### src/shared/tape_err_defs.svh
// code values, field positions and timing counts for the error mapper
`ifndef TAPE_ERR_DEFS_SVH
`define TAPE_ERR_DEFS_SVH
`define CLOCK_MHZ        25
`define FMT_CODE_BASE    8'h65
`define FMT_CODE_LAST    8'h6E
`define FMT_EVT_WIDTH    10
`define FMT_BIT_ERASE    3
`define FMT_BIT_GAP      8
`define CTRL_CODE_BASE   8'h79
`define CTRL_CODE_LAST   8'h98
`define CTRL_EVT_WIDTH   32
`define CTRL_BIT_RPT_OVF 3
`define CTRL_BIT_CMD_OVF 5
`define CTRL_BIT_NO_EOR  7
`define CTRL_BIT_PARITY  8
`define CTRL_BIT_UNDERRUN 9
`define CTRL_BIT_MISMATCH 10
`define PROT_CODE_BASE   8'hA1
`define PROT_CODE_LAST   8'hBE
`define PROT_EVT_WIDTH   30
`define PROT_BIT_BUSY    0
`define PROT_BIT_NO_EOI  7
`define PROT_BIT_DEV_CLR 29
`define CODE_BUSY        8'hA1
`define CODE_NO_EOI      8'hA8
`define CODE_DEV_CLEAR   8'hBE
`define DETAIL_RESET     8'h00
`define BACKREF_RESET    8'h00
`define GAP_STALL_US     100
`define GAP_STALL_CYCLES (`GAP_STALL_US * `CLOCK_MHZ)
`endif

### src/shared/tape_err_pkg.sv
// types shared by the error detail mapper
package tape_err_pkg;
   // error class field of the reject status byte
   typedef enum logic [2:0] {
      CLASS_NONE     = 3'h0,
      CLASS_DEVICE   = 3'h2,
      CLASS_PROTOCOL = 3'h3,
      CLASS_SELFTEST = 3'h7
   } error_class_type;
   // status flags that choose the detail source
   typedef struct packed {
      logic            controller_error;
      logic            formatter_error;
      logic            command_reject;
      error_class_type error_class;
   } status_flags_type;
   // named controller faults
   typedef struct packed {
      logic report_q_ovf;
      logic cmd_q_ovf;
      logic missing_eor;
      logic buf_parity;
      logic write_underrun;
   } ctrl_fault_type;
   // back-reference tracker, gray along idle-track-held
   typedef enum logic [1:0] {
      BR_IDLE  = 2'h0,
      BR_TRACK = 2'h1,
      BR_HELD  = 2'h3
   } backref_state_type;
endpackage

### src/rtl/code_pick.sv
// priority picker: lowest set event bit becomes base plus index
`timescale 1ns/1ps
module code_pick #(
   parameter int         WIDTH = 10,
   parameter logic [7:0] BASE  = 8'h01
) (
   input  wire logic [WIDTH-1:0] events,
   output logic                  hit,
   output logic [7:0]            code
);
   if (WIDTH < 1 || int'(BASE) + WIDTH > 256) begin : g_bad
      $error("code_pick: code range exceeds one byte");
   end
   // scan downward so the lowest index wins
   always_comb begin
      hit  = |events;
      code = BASE;
      for (int i = WIDTH - 1; i >= 0; i--) begin
         if (events[i]) begin
            code = BASE + 8'(i);
         end
      end
   end
endmodule // code_pick

### src/rtl/code_xlate_rom.sv
// internal error code to host detail code table, registered read
`timescale 1ns/1ps
module code_xlate_rom #(
   parameter bit LEGACY_94_95 = 1'b0
) (
   input  wire logic       clock,
   input  wire logic       rst_b,
   input  wire logic       rd_en,
   input  wire logic [7:0] addr,
   output logic [7:0]      data_q
);
   logic [7:0] data_d;
   // every internal code lands on exactly one host code
   always_comb begin
      case (addr) inside
         8'h00: data_d = 8'h00;
         8'h01: data_d = 8'h06;
         8'h02: data_d = 8'h0B;
         8'h0A: data_d = 8'h09;
         8'h0B: data_d = 8'h0A;
         8'h0C: data_d = 8'h10;
         8'h0D: data_d = 8'h13;
         8'h10, 8'h11, 8'hF0: data_d = 8'h18;
         8'h16: data_d = 8'h07;
         8'h18: data_d = 8'h1F;
         8'hF1: data_d = 8'h21;
         8'h22, 8'h23, 8'h24, 8'h42, 8'h43: data_d = 8'h2D;
         [8'h51:8'h5A]: data_d = 8'h2F;
         8'h5E, 8'h5F: data_d = LEGACY_94_95 ? 8'hFE : 8'h2F;
         8'h31, 8'h5B: data_d = 8'h30;
         8'h2C, 8'h32, 8'h4C: data_d = 8'h31;
         8'h21, 8'h2D, 8'h41, 8'h4D: data_d = 8'h33;
         [8'h25:8'h27], [8'h45:8'h47]: data_d = 8'h35;
         8'h76: data_d = 8'h37;
         8'h44: data_d = 8'h3B;
         8'h20: data_d = 8'h3C;
         8'h2B, 8'h2F, 8'h4B: data_d = 8'h3D;
         8'h33: data_d = 8'h3F;
         8'h62: data_d = 8'h52;
         8'h60, 8'h74: data_d = 8'h53;
         8'h2E, 8'h30, 8'h4E, 8'h4F: data_d = 8'h58;
         8'h78: data_d = 8'h5A;
         8'h61: data_d = 8'h5B;
         8'h34, 8'h35, [8'h7D:8'h7F]: data_d = 8'h5E;
         [8'h6E:8'h73]: data_d = 8'h5F;
         8'h2A, 8'h4A: data_d = 8'h66;
         8'h50: data_d = 8'h68;
         8'h5D: data_d = 8'h69;
         8'hA6: data_d = 8'h7B;
         8'hA5: data_d = 8'h7D;
         8'h5C, 8'hA0, 8'hA1, 8'hDC: data_d = 8'h81;
         8'h40: data_d = 8'h82;
         8'hA2: data_d = 8'h83;
         8'h19, 8'h1A, 8'hA3, 8'hA4: data_d = 8'h8C;
         8'h80: data_d = 8'h8D;
         8'hA8: data_d = 8'h96;
         [8'hA9:8'hAF]: data_d = 8'h97;
         [8'hB0:8'hB6]: data_d = 8'h98;
         8'hC0: data_d = 8'hA2;
         8'hC5: data_d = 8'hA7;
         8'hC6: data_d = 8'hA8;
         8'hC8: data_d = 8'hAA;
         8'hCC: data_d = 8'hAE;
         8'hCD: data_d = 8'hAF;
         8'hCE: data_d = 8'hB0;
         8'hD0: data_d = 8'hB2;
         8'hD2: data_d = 8'hB4;
         8'hD3: data_d = 8'hB5;
         8'hD6: data_d = 8'hB8;
         8'hD7: data_d = 8'hB9;
         8'hDA: data_d = 8'hBC;
         8'hDB: data_d = 8'hBD;
         8'h03, 8'h05, [8'h07:8'h09], 8'h0E, [8'h12:8'h15], 8'h17,
         [8'h1C:8'h1F], 8'h75: data_d = 8'hFF;
         default: data_d = 8'hFE;
      endcase
   end
   // read data held in a register, zero maps to zero at reset
   always_ff @(posedge clock) begin
      if (!rst_b) begin
         data_q <= 8'h00;
      end else if (rd_en) begin
         data_q <= data_d;
      end
   end
   // checks on fixed rows of the table
   a_xlate_fixed: assert property (
      @(posedge clock) disable iff (!rst_b)
      rd_en && addr inside {[8'h51:8'h5A]} |=> data_q == 8'h2F)
      else $error("write verify failure not 47");
   a_xlate_other: assert property (
      @(posedge clock) disable iff (!rst_b)
      rd_en && addr inside {8'h03, 8'h75} |=> data_q == 8'hFF ##1
      ($past(rd_en) || data_q == 8'hFF))
      else $error("listed internal code not 255");
endmodule // code_xlate_rom

### src/rtl/tape_error_status_mapper.sv
// error detail and back-reference status bytes of the tape drive
`timescale 1ns/1ps
`include "tape_err_defs.svh"
// Overview of operation
// - formatter flag loads code 101 to 110
// - flux during erase reports 104
// - stalled or unstarted gap timer reports 109
// - controller flag loads code 121 to 152
// - report overflow 124, command overflow 126
// - buffer faults report 128, 129, 130, 131
// - protocol reject loads code 161 to 189
// - busy command queue rejects with 161
// - missing end marker rejects with 168
// - device clear code never reaches host
// - reserved internal codes become 254
// - listed internal codes become 255
// - back-reference only in immediate mode
// - count commands reported since failing write
// - hard error aborts every later command until status is read
// - internal 81 to 90 become 47
// - internal 169 to 175 become 151
// - internal 176 to 182 become 152
// - internal 94 and 95 become 47, or 254 with LEGACY_94_95 set
// - status report carries host codes only
// - table total, internal zero gives zero
// - error class encodings 0, 2, 3, 7
module tape_error_status_mapper
   import tape_err_pkg::*;
#(
   parameter int GAP_STALL_CYCLES = `GAP_STALL_CYCLES,
   parameter int COUNT_WIDTH      = 16,
   parameter bit LEGACY_94_95     = 1'b0
) (
   input  wire logic                   clock,
   input  wire logic                   rst_b,
   input  wire status_flags_type       flags,
   input  wire logic                   erase_active,
   input  wire logic                   flux_sensed,
   input  wire logic                   gap_wait,
   input  wire logic                   gap_timer_run,
   input  wire logic [7:0]             gap_timer_value,
   input  wire logic [9:0]             fmt_other,
   input  wire ctrl_fault_type         ctrl_fault,
   input  wire logic                   record_done,
   input  wire logic [COUNT_WIDTH-1:0] put_count,
   input  wire logic [COUNT_WIDTH-1:0] remove_count,
   input  wire logic [31:0]            ctrl_other,
   input  wire logic                   cmd_request,
   input  wire logic [3:0]             queue_entries,
   input  wire logic                   data_end,
   input  wire logic                   eoi_seen,
   input  wire logic                   device_clear,
   input  wire logic [29:0]            prot_other,
   input  wire logic                   internal_valid,
   input  wire logic [7:0]             internal_error_code,
   input  wire logic                   status_read,
   input  wire logic                   immediate_mode,
   input  wire logic                   imm_write_issued,
   input  wire logic                   imm_write_done,
   input  wire logic                   imm_write_error,
   input  wire logic                   imm_write_hard,
   input  wire logic                   cmd_reported,
   output logic                        busy_reject,
   output logic                        eoi_reject,
   output logic                        abort_commands,
   output logic [7:0]                  error_detail_code,
   output logic [7:0]                  back_reference_count
);
   if (GAP_STALL_CYCLES < 2 || GAP_STALL_CYCLES > 65535) begin : g_bad
      $error("gap stall count out of range");
   end
   if (COUNT_WIDTH < 1 || COUNT_WIDTH > 32) begin : g_bad_w
      $error("byte count width out of range");
   end
   logic [`FMT_EVT_WIDTH-1:0]  fmt_evt;
   logic [`CTRL_EVT_WIDTH-1:0] ctrl_evt;
   logic [`PROT_EVT_WIDTH-1:0] prot_evt;
   logic                       fmt_hit, ctrl_hit, prot_hit;
   logic [7:0]                 fmt_code, ctrl_code, prot_code;
   logic [7:0]                 fmt_code_q, ctrl_code_q, prot_code_q;
   logic                       fmt_hit_q, ctrl_hit_q, prot_hit_q;
   logic [15:0]                stall_q;
   logic [7:0]                 gap_prev_q;
   logic                       gap_fault_q;
   logic                       gap_fault;
   logic                       erase_fault;
   logic                       count_mismatch;
   logic [7:0]                 xlate_code;
   logic [7:0]                 detail_d;
   logic [7:0]                 error_detail_code_q;
   backref_state_type          br_state_q;
   logic [7:0]                 br_count_q;
   logic [7:0]                 back_reference_count_q;
   logic                       abort_q;
   // erase head picks up flux where the tape should be blank
   assign erase_fault = erase_active && flux_sensed;
   // gap timer watch: not running, or value frozen, while a gap is due
   always_ff @(posedge clock) begin
      if (!rst_b) begin
         stall_q     <= 16'h0000;
         gap_prev_q  <= 8'h00;
         gap_fault_q <= 1'b0;
      end else begin
         gap_prev_q <= gap_timer_value;
         if (!gap_wait) begin
            stall_q     <= 16'h0000;
            gap_fault_q <= 1'b0;
         end else if (gap_timer_run &&
                      gap_timer_value != gap_prev_q) begin
            stall_q <= 16'h0000;
         end else if (!gap_fault_q) begin
            stall_q <= stall_q + 16'h0001;
            if (stall_q == 16'(GAP_STALL_CYCLES - 1)) begin
               gap_fault_q <= 1'b1;
            end
         end
      end
   end
   // single pulse when the watch trips
   assign gap_fault = gap_wait && !gap_fault_q &&
                      stall_q == 16'(GAP_STALL_CYCLES - 1) &&
                      !(gap_timer_run && gap_timer_value != gap_prev_q);
   // put and remove byte counts of one record must agree
   assign count_mismatch = record_done && (put_count != remove_count);
   // formatter events, code = base plus bit index
   always_comb begin
      fmt_evt                 = fmt_other;
      fmt_evt[`FMT_BIT_ERASE] = fmt_other[`FMT_BIT_ERASE] || erase_fault;
      fmt_evt[`FMT_BIT_GAP]   = fmt_other[`FMT_BIT_GAP] || gap_fault;
   end
   // controller events with the named faults merged in
   always_comb begin
      ctrl_evt = ctrl_other;
      ctrl_evt[`CTRL_BIT_RPT_OVF] |= ctrl_fault.report_q_ovf;
      ctrl_evt[`CTRL_BIT_CMD_OVF] |= ctrl_fault.cmd_q_ovf;
      ctrl_evt[`CTRL_BIT_NO_EOR] |= ctrl_fault.missing_eor;
      ctrl_evt[`CTRL_BIT_PARITY] |= ctrl_fault.buf_parity;
      ctrl_evt[`CTRL_BIT_UNDERRUN] |= ctrl_fault.write_underrun;
      ctrl_evt[`CTRL_BIT_MISMATCH] |= count_mismatch;
   end
   // protocol rejects raised by this block
   assign busy_reject = cmd_request && (queue_entries != 4'h0);
   assign eoi_reject  = data_end && !eoi_seen;
   // protocol events; device clear stays internal
   always_comb begin
      prot_evt = prot_other;
      prot_evt[`PROT_BIT_BUSY] |= busy_reject;
      prot_evt[`PROT_BIT_NO_EOI] |= eoi_reject;
      prot_evt[`PROT_BIT_DEV_CLR] = 1'b0;
   end
   code_pick #(
      .WIDTH (`FMT_EVT_WIDTH),
      .BASE  (`FMT_CODE_BASE)
   ) u_fmt_pick (
      .events (fmt_evt),
      .hit    (fmt_hit),
      .code   (fmt_code)
   );
   code_pick #(
      .WIDTH (`CTRL_EVT_WIDTH),
      .BASE  (`CTRL_CODE_BASE)
   ) u_ctrl_pick (
      .events (ctrl_evt),
      .hit    (ctrl_hit),
      .code   (ctrl_code)
   );
   code_pick #(
      .WIDTH (`PROT_EVT_WIDTH),
      .BASE  (`PROT_CODE_BASE)
   ) u_prot_pick (
      .events (prot_evt),
      .hit    (prot_hit),
      .code   (prot_code)
   );
   // sticky per-class codes; a new event beats the read clear
   always_ff @(posedge clock) begin
      if (!rst_b || device_clear) begin
         fmt_code_q  <= `DETAIL_RESET;
         ctrl_code_q <= `DETAIL_RESET;
         prot_code_q <= `DETAIL_RESET;
         fmt_hit_q   <= 1'b0;
         ctrl_hit_q  <= 1'b0;
         prot_hit_q  <= 1'b0;
      end else begin
         if (fmt_hit) begin
            fmt_code_q <= fmt_code;
            fmt_hit_q  <= 1'b1;
         end else if (status_read) begin
            fmt_hit_q <= 1'b0;
         end
         if (ctrl_hit) begin
            ctrl_code_q <= ctrl_code;
            ctrl_hit_q  <= 1'b1;
         end else if (status_read) begin
            ctrl_hit_q <= 1'b0;
         end
         if (prot_hit) begin
            prot_code_q <= prot_code;
            prot_hit_q  <= 1'b1;
         end else if (status_read) begin
            prot_hit_q <= 1'b0;
         end
      end
   end
   // internal codes pass only through the translation table
   code_xlate_rom #(
      .LEGACY_94_95 (LEGACY_94_95)
   ) u_xlate (
      .clock  (clock),
      .rst_b  (rst_b),
      .rd_en  (internal_valid),
      .addr   (internal_error_code),
      .data_q (xlate_code)
   );
   // detail source chosen by the active status flags
   always_comb begin
      if (flags.controller_error && ctrl_hit_q) begin
         detail_d = ctrl_code_q;
      end else if (flags.formatter_error && fmt_hit_q) begin
         detail_d = fmt_code_q;
      end else if (flags.command_reject && prot_hit_q &&
                   flags.error_class == CLASS_PROTOCOL) begin
         detail_d = prot_code_q;
      end else begin
         detail_d = xlate_code;
      end
   end
   // detail status byte register
   always_ff @(posedge clock) begin
      if (!rst_b) begin
         error_detail_code_q <= `DETAIL_RESET;
      end else begin
         error_detail_code_q <= detail_d;
      end
   end
   assign error_detail_code = error_detail_code_q;
   // back-reference tracker for one immediate-reported write
   always_ff @(posedge clock) begin
      if (!rst_b || device_clear || !immediate_mode) begin
         br_state_q <= BR_IDLE;
         br_count_q <= 8'h00;
         abort_q    <= 1'b0;
      end else begin
         case (br_state_q)
            BR_IDLE: begin
               if (imm_write_issued) begin
                  br_state_q <= BR_TRACK;
                  br_count_q <= 8'h00;
               end
            end
            BR_TRACK: begin
               if (imm_write_error) begin
                  br_state_q <= BR_HELD;
                  abort_q    <= imm_write_hard;
               end else if (imm_write_done) begin
                  br_state_q <= BR_IDLE;
               end else if (cmd_reported && br_count_q != 8'hFF) begin
                  br_count_q <= br_count_q + 8'h01;
               end
            end
            BR_HELD: begin
               if (status_read) begin
                  br_state_q <= BR_IDLE;
                  abort_q    <= 1'b0;
               end
            end
            default: begin
               br_state_q <= BR_IDLE;
               abort_q    <= 1'b0;
            end
         endcase
      end
   end
   // count byte shows the captured count, zero outside immediate mode
   always_ff @(posedge clock) begin
      if (!rst_b || !immediate_mode) begin
         back_reference_count_q <= `BACKREF_RESET;
      end else if (br_state_q == BR_TRACK && imm_write_error) begin
         back_reference_count_q <= br_count_q;
      end
   end
   assign back_reference_count = back_reference_count_q;
   assign abort_commands       = abort_q;
   // checks on the mapping and the tracker
   a_fmt_range: assert property (
      @(posedge clock) disable iff (!rst_b)
      flags.formatter_error && !flags.controller_error && fmt_hit_q |=>
      error_detail_code >= `FMT_CODE_BASE &&
      error_detail_code <= `FMT_CODE_LAST)
      else $error("formatter detail out of range");
   a_erase_code: assert property (
      @(posedge clock) disable iff (!rst_b)
      erase_fault && fmt_other[2:0] == 3'h0 && !device_clear |=>
      fmt_code_q == 8'h68 && fmt_hit_q)
      else $error("erase failure not coded 104");
   a_gap_stall: assert property (
      @(posedge clock) disable iff (!rst_b)
      gap_wait && !gap_fault_q && !gap_timer_run && fmt_evt[7:0] == 8'h00 &&
      stall_q == 16'(GAP_STALL_CYCLES - 1) && !device_clear |=>
      fmt_hit_q && fmt_code_q == 8'h6D)
      else $error("gap stall not reported");
   a_ctrl_range: assert property (
      @(posedge clock) disable iff (!rst_b)
      flags.controller_error && ctrl_hit_q |=>
      error_detail_code >= `CTRL_CODE_BASE &&
      error_detail_code <= `CTRL_CODE_LAST)
      else $error("controller detail out of range");
   a_queue_ovf: assert property (
      @(posedge clock) disable iff (!rst_b)
      ctrl_fault.cmd_q_ovf && ctrl_evt[4:0] == 5'h00 && !device_clear
      |=> ctrl_code_q == 8'h7E)
      else $error("command queue overflow not 126");
   a_buf_fault: assert property (
      @(posedge clock) disable iff (!rst_b)
      count_mismatch && ctrl_evt[9:0] == 10'h000 && !device_clear
      |=> ctrl_code_q == 8'h83)
      else $error("byte count mismatch not 131");
   a_prot_range: assert property (
      @(posedge clock) disable iff (!rst_b)
      prot_hit_q && !flags.controller_error &&
      !flags.formatter_error && flags.command_reject &&
      flags.error_class == CLASS_PROTOCOL |=>
      error_detail_code >= `PROT_CODE_BASE &&
      error_detail_code <= `PROT_CODE_LAST)
      else $error("protocol detail out of range");
   a_busy_reject: assert property (
      @(posedge clock) disable iff (!rst_b)
      cmd_request && queue_entries != 4'h0 && !device_clear |->
      busy_reject ##1 prot_code_q == `CODE_BUSY)
      else $error("busy queue not rejected with 161");
   a_eoi_reject: assert property (
      @(posedge clock) disable iff (!rst_b)
      eoi_reject && prot_other[6:0] == 7'h00 && !busy_reject &&
      !device_clear |=> prot_code_q == `CODE_NO_EOI)
      else $error("missing end marker not 168");
   a_no_dev_clear: assert property (
      @(posedge clock) disable iff (!rst_b)
      error_detail_code != `CODE_DEV_CLEAR)
      else $error("device clear code reached host");
   a_backref_mode: assert property (
      @(posedge clock) disable iff (!rst_b)
      !immediate_mode |=> back_reference_count == 8'h00 &&
      !abort_commands)
      else $error("back-reference used outside immediate mode");
   a_backref_step: assert property (
      @(posedge clock) disable iff (!rst_b)
      br_state_q == BR_TRACK && cmd_reported && !imm_write_error &&
      !imm_write_done && immediate_mode && !device_clear &&
      br_count_q != 8'hFF |=> br_count_q == $past(br_count_q) + 8'h01)
      else $error("reported command not counted");
   a_hard_abort: assert property (
      @(posedge clock) disable iff (!rst_b)
      br_state_q == BR_TRACK && imm_write_error && imm_write_hard &&
      immediate_mode && !device_clear |=> abort_commands &&
      back_reference_count == $past(br_count_q))
      else $error("hard error did not abort later commands");
   c_fmt_seen: cover property (
      @(posedge clock) disable iff (!rst_b)
      fmt_hit ##1 flags.formatter_error);
   c_hard_held: cover property (
      @(posedge clock) disable iff (!rst_b)
      br_state_q == BR_TRACK ##1 br_state_q == BR_HELD && abort_q);
   c_busy: cover property (
      @(posedge clock) disable iff (!rst_b) busy_reject);
   c_xlate: cover property (
      @(posedge clock) disable iff (!rst_b)
      internal_valid ##1 xlate_code == 8'h97);
endmodule // tape_error_status_mapper

### config.mk
export PLATFORM = sky130hd
export DESIGN_NAME = tape_error_status_mapper
export DESIGN_NICKNAME = d
export VERILOG_FILES = /design/src/shared/tape_err_pkg.sv /design/src/rtl/code_pick.sv /design/src/rtl/code_xlate_rom.sv /design/src/rtl/tape_error_status_mapper.sv
export VERILOG_INCLUDE_DIRS = /design/src /design/src/shared
export SDC_FILE = /design/constraint.sdc
export NUM_CORES = 1
export LEC_CHECK = 0
export BUFFER_PORTS_ARGS = -buffer_cell sky130_fd_sc_hd__buf_2
export CAP_MARGIN = 20
export CORE_ASPECT_RATIO = 0.8
export CORE_MARGIN = 2
export CORE_UTILIZATION = 34
export DETAILED_ROUTE_END_ITERATION = 10
export GPL_TIMING_DRIVEN = 0
export MAX_ROUTING_LAYER = met4
export SLEW_MARGIN = 20
export SYNTH_ARGS = -nofsm -noshare
export SYNTH_HDL_FRONTEND = slang
export SYNTH_SLANG_ARGS = --single-unit
### constraint.sdc
create_clock -name clock -period 3.2 [get_ports clock]
set_input_delay 0.16 -clock clock [delete_from_list [all_inputs] [get_ports clock]]
set_output_delay 0.16 -clock clock [all_outputs]
set_load 0.03 [all_outputs]
==> summary.txt, run 1 <==
status = finished, final reports clean
drt drc = 0
largest buffer count on any clock path = 2
gr busiest metal = met2
CP Launch Point = internal_error_code[5]
post-layout util = 43.99%
met2 Usage GRT = 32.21%
M3 GR Usage = 5.057%
via count of the routed design = 6269
antenna violations before repair = 0
Reg clk slew, reported paths = 60 ps
Die X = 147.6 µm
critical path class = in2reg
Worst-Margin Slew = 793.6 ps
setup violators final = 0
Synth cell types = 88
Via-to-Cell Ratio = 5.447
Worst-Skew Late Latency = 340 ps
leakage = 2.829 nW
count of state elements after synthesis = 81
Power Dens Cells = 359.1 nW/µm²
port buffer count = 169
Diodes inserted = 0
top cell type's share of synthesized area = 28.90%
Top FF cell, synth = dfxtp_1
critical path endpoint category = register
Comb power frac = 19.8%
Max-slew headroom = 46.40%
fraction of registers with async set or reset after synthesis = 0%
setup TNS = 0 ps
mean post-synth cell area = 7.481 µm²
mapped cell area = 5610 µm²
clock power share = 38.2%
sw power = 0.0007233 W
Max IR drop VDD = 0.0002777 V
worst r2r src = br_state_q[0]
Final Hold Fails = 0
most frequent cells after synthesis = 107 x nor2_1, 81 x dfxtp_1, 57 x nand2_1, 45 x a21oi_1, 41 x nor3_1
Synth Net Count = 906
Core Box Area = 15950 µm²
Finished Layout Cells = 1151
CTS tree = built
cell internal pwr = 0.001797 W
worst-path maximum fanout = 10
final instance area = 7018 µm²
register area share after synthesis = 28.90%
global-route usage over all layers = 22.03%
CTS Buf Count = 9
Post-DRT Antenna Nets = 0
vias in the first global route = 5970
initial cell density of the core = 35.17%
CTS H-tree depth = 3
io pins = 173
DP Area = 6725 µm²
initial drt markers = 536
post-synth top area cell = dfxtp_1
top achievable clock speed = 426.0 MHz
power consumption = 0.002520 W
top-count cell post-synth = nor2_1
Post-Synthesis Cells = 750
Data required, critical path = 3430 ps
pin count of the biggest net entering global routing = 15
register area = 1622 µm²
fin crit share = 73.36%
Total Wirelength = 18.87 mm
cells resized by post-CTS repair = 0
multi-input logic area = 3715 µm²
Seq pwr share = 42.0%
Setup Skew = 5.383 ps
Hold WC Path Type = in2reg
root buffer cell = clkbuf_16
total grt overflow = 0
HPWL after DPL = 15.31 mm
Final GP Congestion = 1.002
Final Max Tran Viols = 0
grt met1 use = 30.62%
RSZ-0062 raised after global routing = no
fraction of layout cells with a size suffix above 1 = 23.72%
num rows = 41
DRT Pass-1 Iters = 5
EDFF count, synth = 0
die area = 17550 µm²
first-pass GRT wire length = 30.53 mm
fillers = 1709
CP startpoint kind = input port
ranking of synthesized cells by area = dfxtp_1 29%, nor2_1 7.2%, xnor2_1 4.5%
Post-CTS Setup Inserts = 0
sw frac = 28.70%
CTS sink count = 81
number of max-cap violations = 0
drt wl/cell = 16.39 µm
Die Height = 118.9 µm
CP Data Arrival Time = 2570 ps
area grow syn2layout = 25.09%
DP Cell Count = 1134
HP Start = gap_timer_value[5]
Tmin final = 2347 ps
fin nets = 1087
YS warnings = 0
## repair_timing
item,CTS,global route
hold buffers,1,0
endpoints found under the hold margin,1,0
endpoints found under the setup margin,0,0
## kinds of logic (layout without fill, tap and decap cells)
kind of cell | Yosys count | count (layout) | synth area share [%]
xor+xnor | 43 | 43 | 6.847
fa+ha+maj | 2 | 2 | 0.4460
simple gates | 370 | 370 | 34.23
flops | 81 | 81 | 28.90
mux | 17 | 17 | 3.055
buf+inv | 58 | 244 | 4.884
compound gates | 179 | 179 | 21.63
## sequential cells by signal, indices dropped and copies added (netlist names), 6 cells and up
name                  cells
back_reference_count      8
u_xlate.data_q            8
prot_code_q               6
ctrl_code_q               7
gap_prev_q                8
stall_q                  16
error_detail_code         8
br_count_q                8
## layout make-up
cell class	count	share of cell area, %
multi-input combinational	611	52.93
sequential	81	23.11
tap	215	3.833
timing repair buffer	170	12.19
clock buffer	10	3.405
buffer	34	2.621
inverter	24	1.284
clock inverter	6	0.6240
## critical path, cell delays in order
cell and delay, ps:
buf_2 150, buf_4 180, clkbuf_1 360, nand3b_1 230
nor3_1 90, o21ai_1 270, o21ai_0 140, a211oi_1 410
o311ai_1 220, o311a_2 360
## final timing paths
kind | slack, ps | end | cells past startpoint
max | 850 | u_xlate.data_q[0] | 10
min | 50 | gap_prev_q[5] | 2
max reg2reg | 1090 | br_count_q[7] | 6
min reg2reg | 460 | fmt_hit_q | 2
## layout by cell type, fill, tap and decap left out, drive strengths merged, types with 7 or more instances in the layout
| cell | count |
|---|---|
| nor4 | 13 |
| nor2 | 108 |
| inv | 24 |
| or3 | 12 |
| a31oi | 7 |
| clkbuf | 32 |
| nand3 | 26 |
| mux2i | 16 |
| dfxtp | 81 |
| buf | 181 |
| xor2 | 14 |
| nand4 | 27 |
| nand2b | 15 |
| o31ai | 8 |
| or4 | 8 |
| o21ai | 34 |
| a21oi | 46 |
| nand2 | 59 |
| a211oi | 12 |
| and2 | 13 |
| nor3 | 42 |
| xnor2 | 29 |
| nor2b | 11 |
## metal layers
layer | routed length [µm] | vias to the layer above
met4 | 382 | 0
met3 | 1641 | 27
met5 | 0 | -
met2 | 7806 | 280
li1 | - | 3131
met1 | 9039 | 2831
## power groups by stage
stage / combinational, W / sequential [W] / clock, W
2_1_floorplan: 0.000264 / 0.00109 / 0
3_3_place_gp: 0.000495 / 0.00108 / 0
3_5_place_dp: 0.000490 / 0.00108 / 0
4_1_cts: 0.000493 / 0.00106 / 0.000991
5_1_grt: 0.000549 / 0.00106 / 0.00104
6_report: 0.000498 / 0.00106 / 0.000963
## per-stage QoR
step	worst slack, ps	hold slack (ps)
after floorplan	1099	232.1
after global placement	486.8	359.8
after detailed placement	674.5	356.9
after CTS	1016	34.68
after global routing	762.2	40.20
final	852.6	45.94
Note: power is estimated with default switching activity, not from simulation.
==> run 2, diff against run 1 <==
Clock period 3.2 ns to 2.1 ns, I/O delays scaled along.
==> run 2 against run 1 <==
  * Critical endpoint unchanged
  * Global-route usage grew 0.084 points
  * Critical path depth is the same
  * Clock skew is essentially flat
  * Sequential cell count is the same
  * Cell area grew 2.5%
  * Hold slack lost 27 ps
  * Utilization grew 1.1 points
  * Via count grew 1.1%
  * Total power grew 53%
  * Combinational power grew 56%
  * Largest power group unchanged
  * Die area is the same
  * Wire length grew 0.98%
==> summary.txt, run 2 (synthesis results as in run 1) <==
max reg flops = 16 (unchanged)
HPWL after DPL = 15.31 mm (unchanged)
Diodes inserted = 0 (unchanged)
Power Dens Cells = 536.8 nW/µm² (+49%)
number of max-cap violations = 0 (unchanged)
drt wl/cell = 16.40 µm (about the same)
Reg clk slew, reported paths = 60 ps (about the same)
clock power share = 38.0% (-0.2 points)
most frequent cells in the layout = 175 x buf_2, 107 x nor2_1, 79 x dfxtp_1
cell internal pwr = 0.002752 W (+53%)
flop2flop setup slack = 130 ps (-960 ps)
Die Height = 118.9 µm (unchanged)
Min-Delay Endpoint = gap_fault_q
die area = 17550 µm² (unchanged)
fin crit share = 98.06%
via count of the routed design = 6335 (+1.1%)
Final GP Congestion = 1.002 (unchanged)
Tmin final = 2059 ps
buffer and inverter count on the worst path = 3 (unchanged)
initial drt markers = 578 (+7.8%)
worst r2r src = br_count_q[0]
WHS = 18.83 ps (-27.11 ps)
critical path endpoint category = register
post-layout util = 45.08% (+1.1 points)
sw frac = 28.71% (about the same)
CTS H-tree depth = 3 (unchanged)
total grt overflow = 0 (unchanged)
Final Max Tran Viols = 0 (unchanged)
root buffer cell = clkbuf_16
Hold WC Path Type = in2reg
final instance area = 7192 µm² (+2.5%)
Worst-Margin Slew = 815.8 ps (+22.17 ps)
fin nets = 1098 (+1.0%)
initial cell density of the core = 35.17% (unchanged)
first-pass GRT wire length = 30.64 mm (+0.34%)
r2r endpoint = br_count_q[5]
Post-DRT Antenna Nets = 0 (unchanged)
leakage = 2.889 nW (+2.1%)
cells along the critical path = buf_2 -> buf_2 -> buf_1 -> nand3b_1 -> nor3_1 -> o21ai_1 -> o21ai_0 -> a211oi_2 -> o311ai_1 -> o311a_2
Max IR drop VDD = 0.0004248 V (+53%)
power consumption = 0.003860 W (+53%)
critical path class = in2reg
R2R depth = 7 (+1)
commonest non-fill, non-tap cell in the layout = buf_2
Comb power frac = 20.1% (+0.3 points)
DP Area = 6725 µm² (unchanged)
area grow syn2layout = 28.19%
port buffer count = 169 (unchanged)
CTS Buf Count = 9 (unchanged)
antenna violations before repair = 0 (unchanged)
fraction of layout cells with a size suffix above 1 = 25.45% (+1.7 points)
Top reg by flops = stall_q
CP startpoint kind = input port
sw power = 0.001108 W (+53%)
delay-heaviest family, CP = compound AO/OA/AOI/OAI gates
top achievable clock speed = 485.6 MHz
setup violators final = 0 (unchanged)
CTS tree = built
CP Data Arrival Time = 2290 ps (-280 ps)
drt drc = 0 (unchanged)
slowest CP cell = o311a_2
status = finished, final reports clean
Worst-Skew Late Latency = 340 ps (about the same)
Die X = 147.6 µm (unchanged)
Data required, critical path = 2330 ps (-1100 ps)
vias in the first global route = 5991 (+0.35%)
global-route usage over all layers = 22.11% (+0.084 points)
Final Hold Fails = 0 (unchanged)
worst-path maximum fanout = 10 (unchanged)
Max-slew headroom = 45.04% (-1.4 points)
Core Box Area = 15950 µm² (unchanged)
pin count of the biggest net entering global routing = 20 (+5)
CTS sink count = 81 (unchanged)
Seq pwr share = 41.9% (about the same)
HP Start = gap_wait
largest buffer count on any clock path = 2 (unchanged)
delay of the slowest critical-path stage = 360 ps (-50 ps)
hold depth = 3 (+1)
DRT Pass-1 Iters = 5 (unchanged)
Total Wirelength = 19.05 mm (+0.98%)
num rows = 41 (unchanged)
Worst path most repeated cell = buf_2
io pins = 173 (unchanged)
Post-Place Worst Slack = -370.5 ps (-1045 ps)
post-route setup slack = 40.70 ps (-811.9 ps)
Setup Skew = 5.201 ps (-0.1819 ps)
Via-to-Cell Ratio = 5.452 (about the same)
-- run 2: changes by cell type in the layout (fill, tap and decap cells not counted), sizes merged --
cell,change
dlygate4sd3,+8
buf,+3
-- run 2: cell type report --
type                            count  area, µm²
Buffer                             32      178.9
Sequential cell                    81       1624
Tap cell                          215      269.0
Clock buffer                       10      239.0
Clock inverter                      6      43.79
Multi-Input combinational cell    611       3774
Timing Repair Buffer              183      973.4
Inverter                           24      90.09
Fill cell                        1688       8762
-- run 2: layer usage --
layer	GRT usage (%)	wire length (µm)	up-vias
li1	-	-	3157
met1	30.69	8994	2854
met2	32.41	7935	290
met3	5.057	1717	34
met4	5.709	407	0
met5	-	0	-
-- run 2: timing repair --
item,4_1_cts,5_1_grt
endpoints found under the hold margin,10,0
resized for setup,0,16
hold buffers,9,0
buffers inserted,0,5
endpoints found under the setup margin,1,16
pin swaps,0,6
-- run 2: worst max-delay path by stage --
| stage | from | cells after the start | slack (ps) | to |
|---|---|---|---|---|
| 6_report | internal_error_code[4] | 10 | 40 | u_xlate.data_q[0] |
| 5_1_grt | br_count_q[0] | 7 | -40 | br_count_q[7] |
| 4_1_cts | br_count_q[0] | 7 | 7 | br_count_q[5] |
| 3_5_place_dp | internal_error_code[5] | 10 | -370 | u_xlate.data_q[0] |
| 3_3_place_gp | internal_error_code[5] | 10 | -560 | u_xlate.data_q[0] |
| 2_1_floorplan | internal_error_code[2] | 7 | 50 | u_xlate.data_q[6] |
-- run 2: metrics by stage --
step | TNS, ps | cells
detailed placement | -1723 | 1134
global route | -96.06 | 1162
finish | 0 | 1162
global placement | -2271 | 1134
CTS | 0 | 1158
floorplan | 0 | 750
-- run 2: power by group through the flow --
stage          Sequential, W  Combinational, W  Clock (W)
6_report             0.00162          0.000777    0.00147
4_1_cts              0.00161          0.000762    0.00151
2_1_floorplan        0.00166          0.000403          0
3_3_place_gp         0.00165          0.000755          0
5_1_grt              0.00162          0.000856    0.00158
3_5_place_dp         0.00165          0.000747          0
-- run 2: worst reg2reg max path, stage by stage, from the launching register on --
cell	delay, ps
dfxtp_2	340
ha_2	200
nand3_2	90
o2111ai_4	140
a221oi_2	340
nand4_1	240
or3_4	430
a21oi_2	130
==> run 3, diff against run 2 <==
Settings changed: PLACE_DENSITY set to 0.62.
==> run 3 against run 2 <==
  * Critical path depth down 1
  * Global-route usage shrank 0.55 points
  * Final cell count decreased by 0.17%
  * Clock power up 11%
  * Hold slack worse by 6.3 ps
  * Largest power group is now the clock network
  * Highest routed layer unchanged
==> summary.txt, run 3 (synthesis results as in run 1) <==
fraction of layout cells with a size suffix above 1 = 24.55% (-0.90 points)
register area = 1623 µm² (about the same)
critical path endpoint category = register
met2 Usage GRT = 33.17% (+0.76 points)
CTS Buf Count = 9 (unchanged)
Reg clk slew, reported paths = 60 ps (about the same)
Tmin final = 2049 ps (-9.867 ps)
Data required, critical path = 2330 ps (about the same)
status = finished, final reports clean
Post-Place Worst Slack = -279.5 ps (+90.96 ps)
M3 GR Usage = 5.326% (+0.27 points)
delay of the slowest critical-path stage = 350 ps (about the same)
num rows = 41 (unchanged)
setup violators final = 0 (unchanged)
CTS H-tree depth = 3 (unchanged)
CP startpoint kind = input port
Top reg by flops = stall_q
global-route usage over all layers = 21.56% (-0.55 points)
CP Data Arrival Time = 2280 ps (about the same)
Finished Layout Cells = 1160 (-0.17%)
HPWL after DPL = 15.01 mm (-1.9%)
Diodes inserted = 0 (unchanged)
worst-path maximum fanout = 10 (unchanged)
port buffer count = 169 (unchanged)
drt wl/cell = 16.47 µm (+0.44%)
top achievable clock speed = 487.9 MHz (+0.48%)
Worst-Margin Slew = 794.9 ps (-20.87 ps)
initial cell density of the core = 35.17% (unchanged)
DP Cell Count = 1134 (unchanged)
Setup Skew = 7.384 ps (+2.183 ps)
vias in the first global route = 5872 (-2.0%)
power consumption = 0.004029 W (+4.4%)
final instance area = 7174 µm² (-0.24%)
drt drc = 0 (unchanged)
Max IR drop VDD = 0.0004451 V (+4.8%)
CTS tree = built
multi-input logic area = 3744 µm² (-0.80%)
fillers = 1600 (-5.2%)
most frequent cells in the layout = 174 x buf_2, 107 x nor2_1, 80 x dfxtp_1
via count of the routed design = 6382 (+0.74%)
fin nets = 1096 (-0.18%)
Worst-Skew Late Latency = 350 ps (about the same)
Post-DRT Antenna Nets = 0 (unchanged)
Max-slew headroom = 46.31% (+1.3 points)
Final Hold Fails = 0 (unchanged)
CTS sink count = 81 (unchanged)
cells along the critical path = buf_6 -> buf_2 -> buf_1 -> clkbuf_8 -> a31oi_1 -> o41ai_1 -> nor4b_1 -> o311ai_1 -> o311a_2
antenna violations before repair = 0 (unchanged)
Die X = 147.6 µm (unchanged)
Die Height = 118.9 µm (unchanged)
grt met1 use = 28.46% (-2.2 points)
Hold WC Path Type = in2reg
initial drt markers = 630 (+9.0%)
Via-to-Cell Ratio = 5.502 (+0.92%)
area grow syn2layout = 27.88%
Power Dens Cells = 561.6 nW/µm² (+4.6%)
commonest non-fill, non-tap cell in the layout = buf_2
critical path class = in2reg
largest buffer count on any clock path = 2 (unchanged)
slowest CP cell = o311a_2
root buffer cell = clkbuf_16
DP Area = 6725 µm² (unchanged)
Final Max Tran Viols = 0 (unchanged)
Final GP Congestion = 1.021 (+1.9%)
leakage = 2.885 nW (-0.15%)
fin crit share = 97.59% (-0.47 points)
DRT Pass-1 Iters = 5 (unchanged)
gr busiest metal = met2
io pins = 173 (unchanged)
Total Wirelength = 19.10 mm (+0.26%)
post-route setup slack = 50.57 ps (+9.867 ps)
pin count of the biggest net entering global routing = 16 (-20%)
Core Box Area = 15950 µm² (unchanged)
die area = 17550 µm² (unchanged)
max reg flops = 16 (unchanged)
WHS = 12.57 ps (-6.259 ps)
total grt overflow = 0 (unchanged)
first-pass GRT wire length = 29.67 mm (-3.2%)
number of max-cap violations = 0 (unchanged)
[run 3: cell count changes in the layout (fill, tap and decap cells not counted), moves of 2 or more]
cell / delta
a21oi_1: +2
a21oi_2: -2
buf_1: +2
buf_4: -3
clkinv_2: -2
[run 3: repair_timing]
item                                    4_1_cts  5_1_grt
hold buffers                                  9        0
pin swaps                                     0        7
buffers inserted                              0        2
endpoints found under the setup margin        1       18
resized for setup                             1       10
endpoints found under the hold margin        10        0
[run 3: path summary, 6_finish.rpt]
| path | from | to | slack (ps) | cells after the start |
|---|---|---|---|---|
| worst max register to register | br_count_q[0] | br_count_q[7] | 100 | 7 |
| worst min-delay path | gap_wait | gap_fault_q | 10 | 3 |
| worst max-delay path | internal_error_code[2] | u_xlate.data_q[0] | 50 | 9 |
| worst min register to register | fmt_hit_q | fmt_hit_q | 470 | 2 |
[run 3: layout make-up]
| type | instances | share of cell area [%] |
|---|---|---|
| buffer | 33 | 2.564 |
| clock buffer | 10 | 3.331 |
| clock inverter | 6 | 1.046 |
| inverter | 24 | 1.256 |
| multi-input combinational | 611 | 52.18 |
| sequential | 81 | 22.62 |
| tap | 215 | 3.750 |
| timing repair buffer | 180 | 13.25 |
[run 3: through the flow]
stage / TNS [ps] / utilization (%)
2_1_floorplan: 0 / -
3_3_place_gp: -2107 / 42.15
3_5_place_dp: -1964 / 42.15
4_1_cts: 0 / 44.73
5_1_grt: -4.919 / 44.97
6_report: 0 / 44.97
[run 3: where the power goes]
part           total [W]  internal (W)  switching (W)
sequential       0.00162       0.00159      0.0000302
combinational   0.000778      0.000330       0.000448
clock            0.00163      0.000969       0.000664
[run 3: metal layers]
metal	part of all wire [%]	routed length, µm
met3	10	1941
met4	1.7	326
met5	0	0
met2	44	8349
met1	44	8487
[run 3: worst max-delay path, delay by kind of cell]
family / cells / cell delay [ps]
simple gates: 1 / 290
buf+inv: 4 / 860
compound gates: 4 / 1020
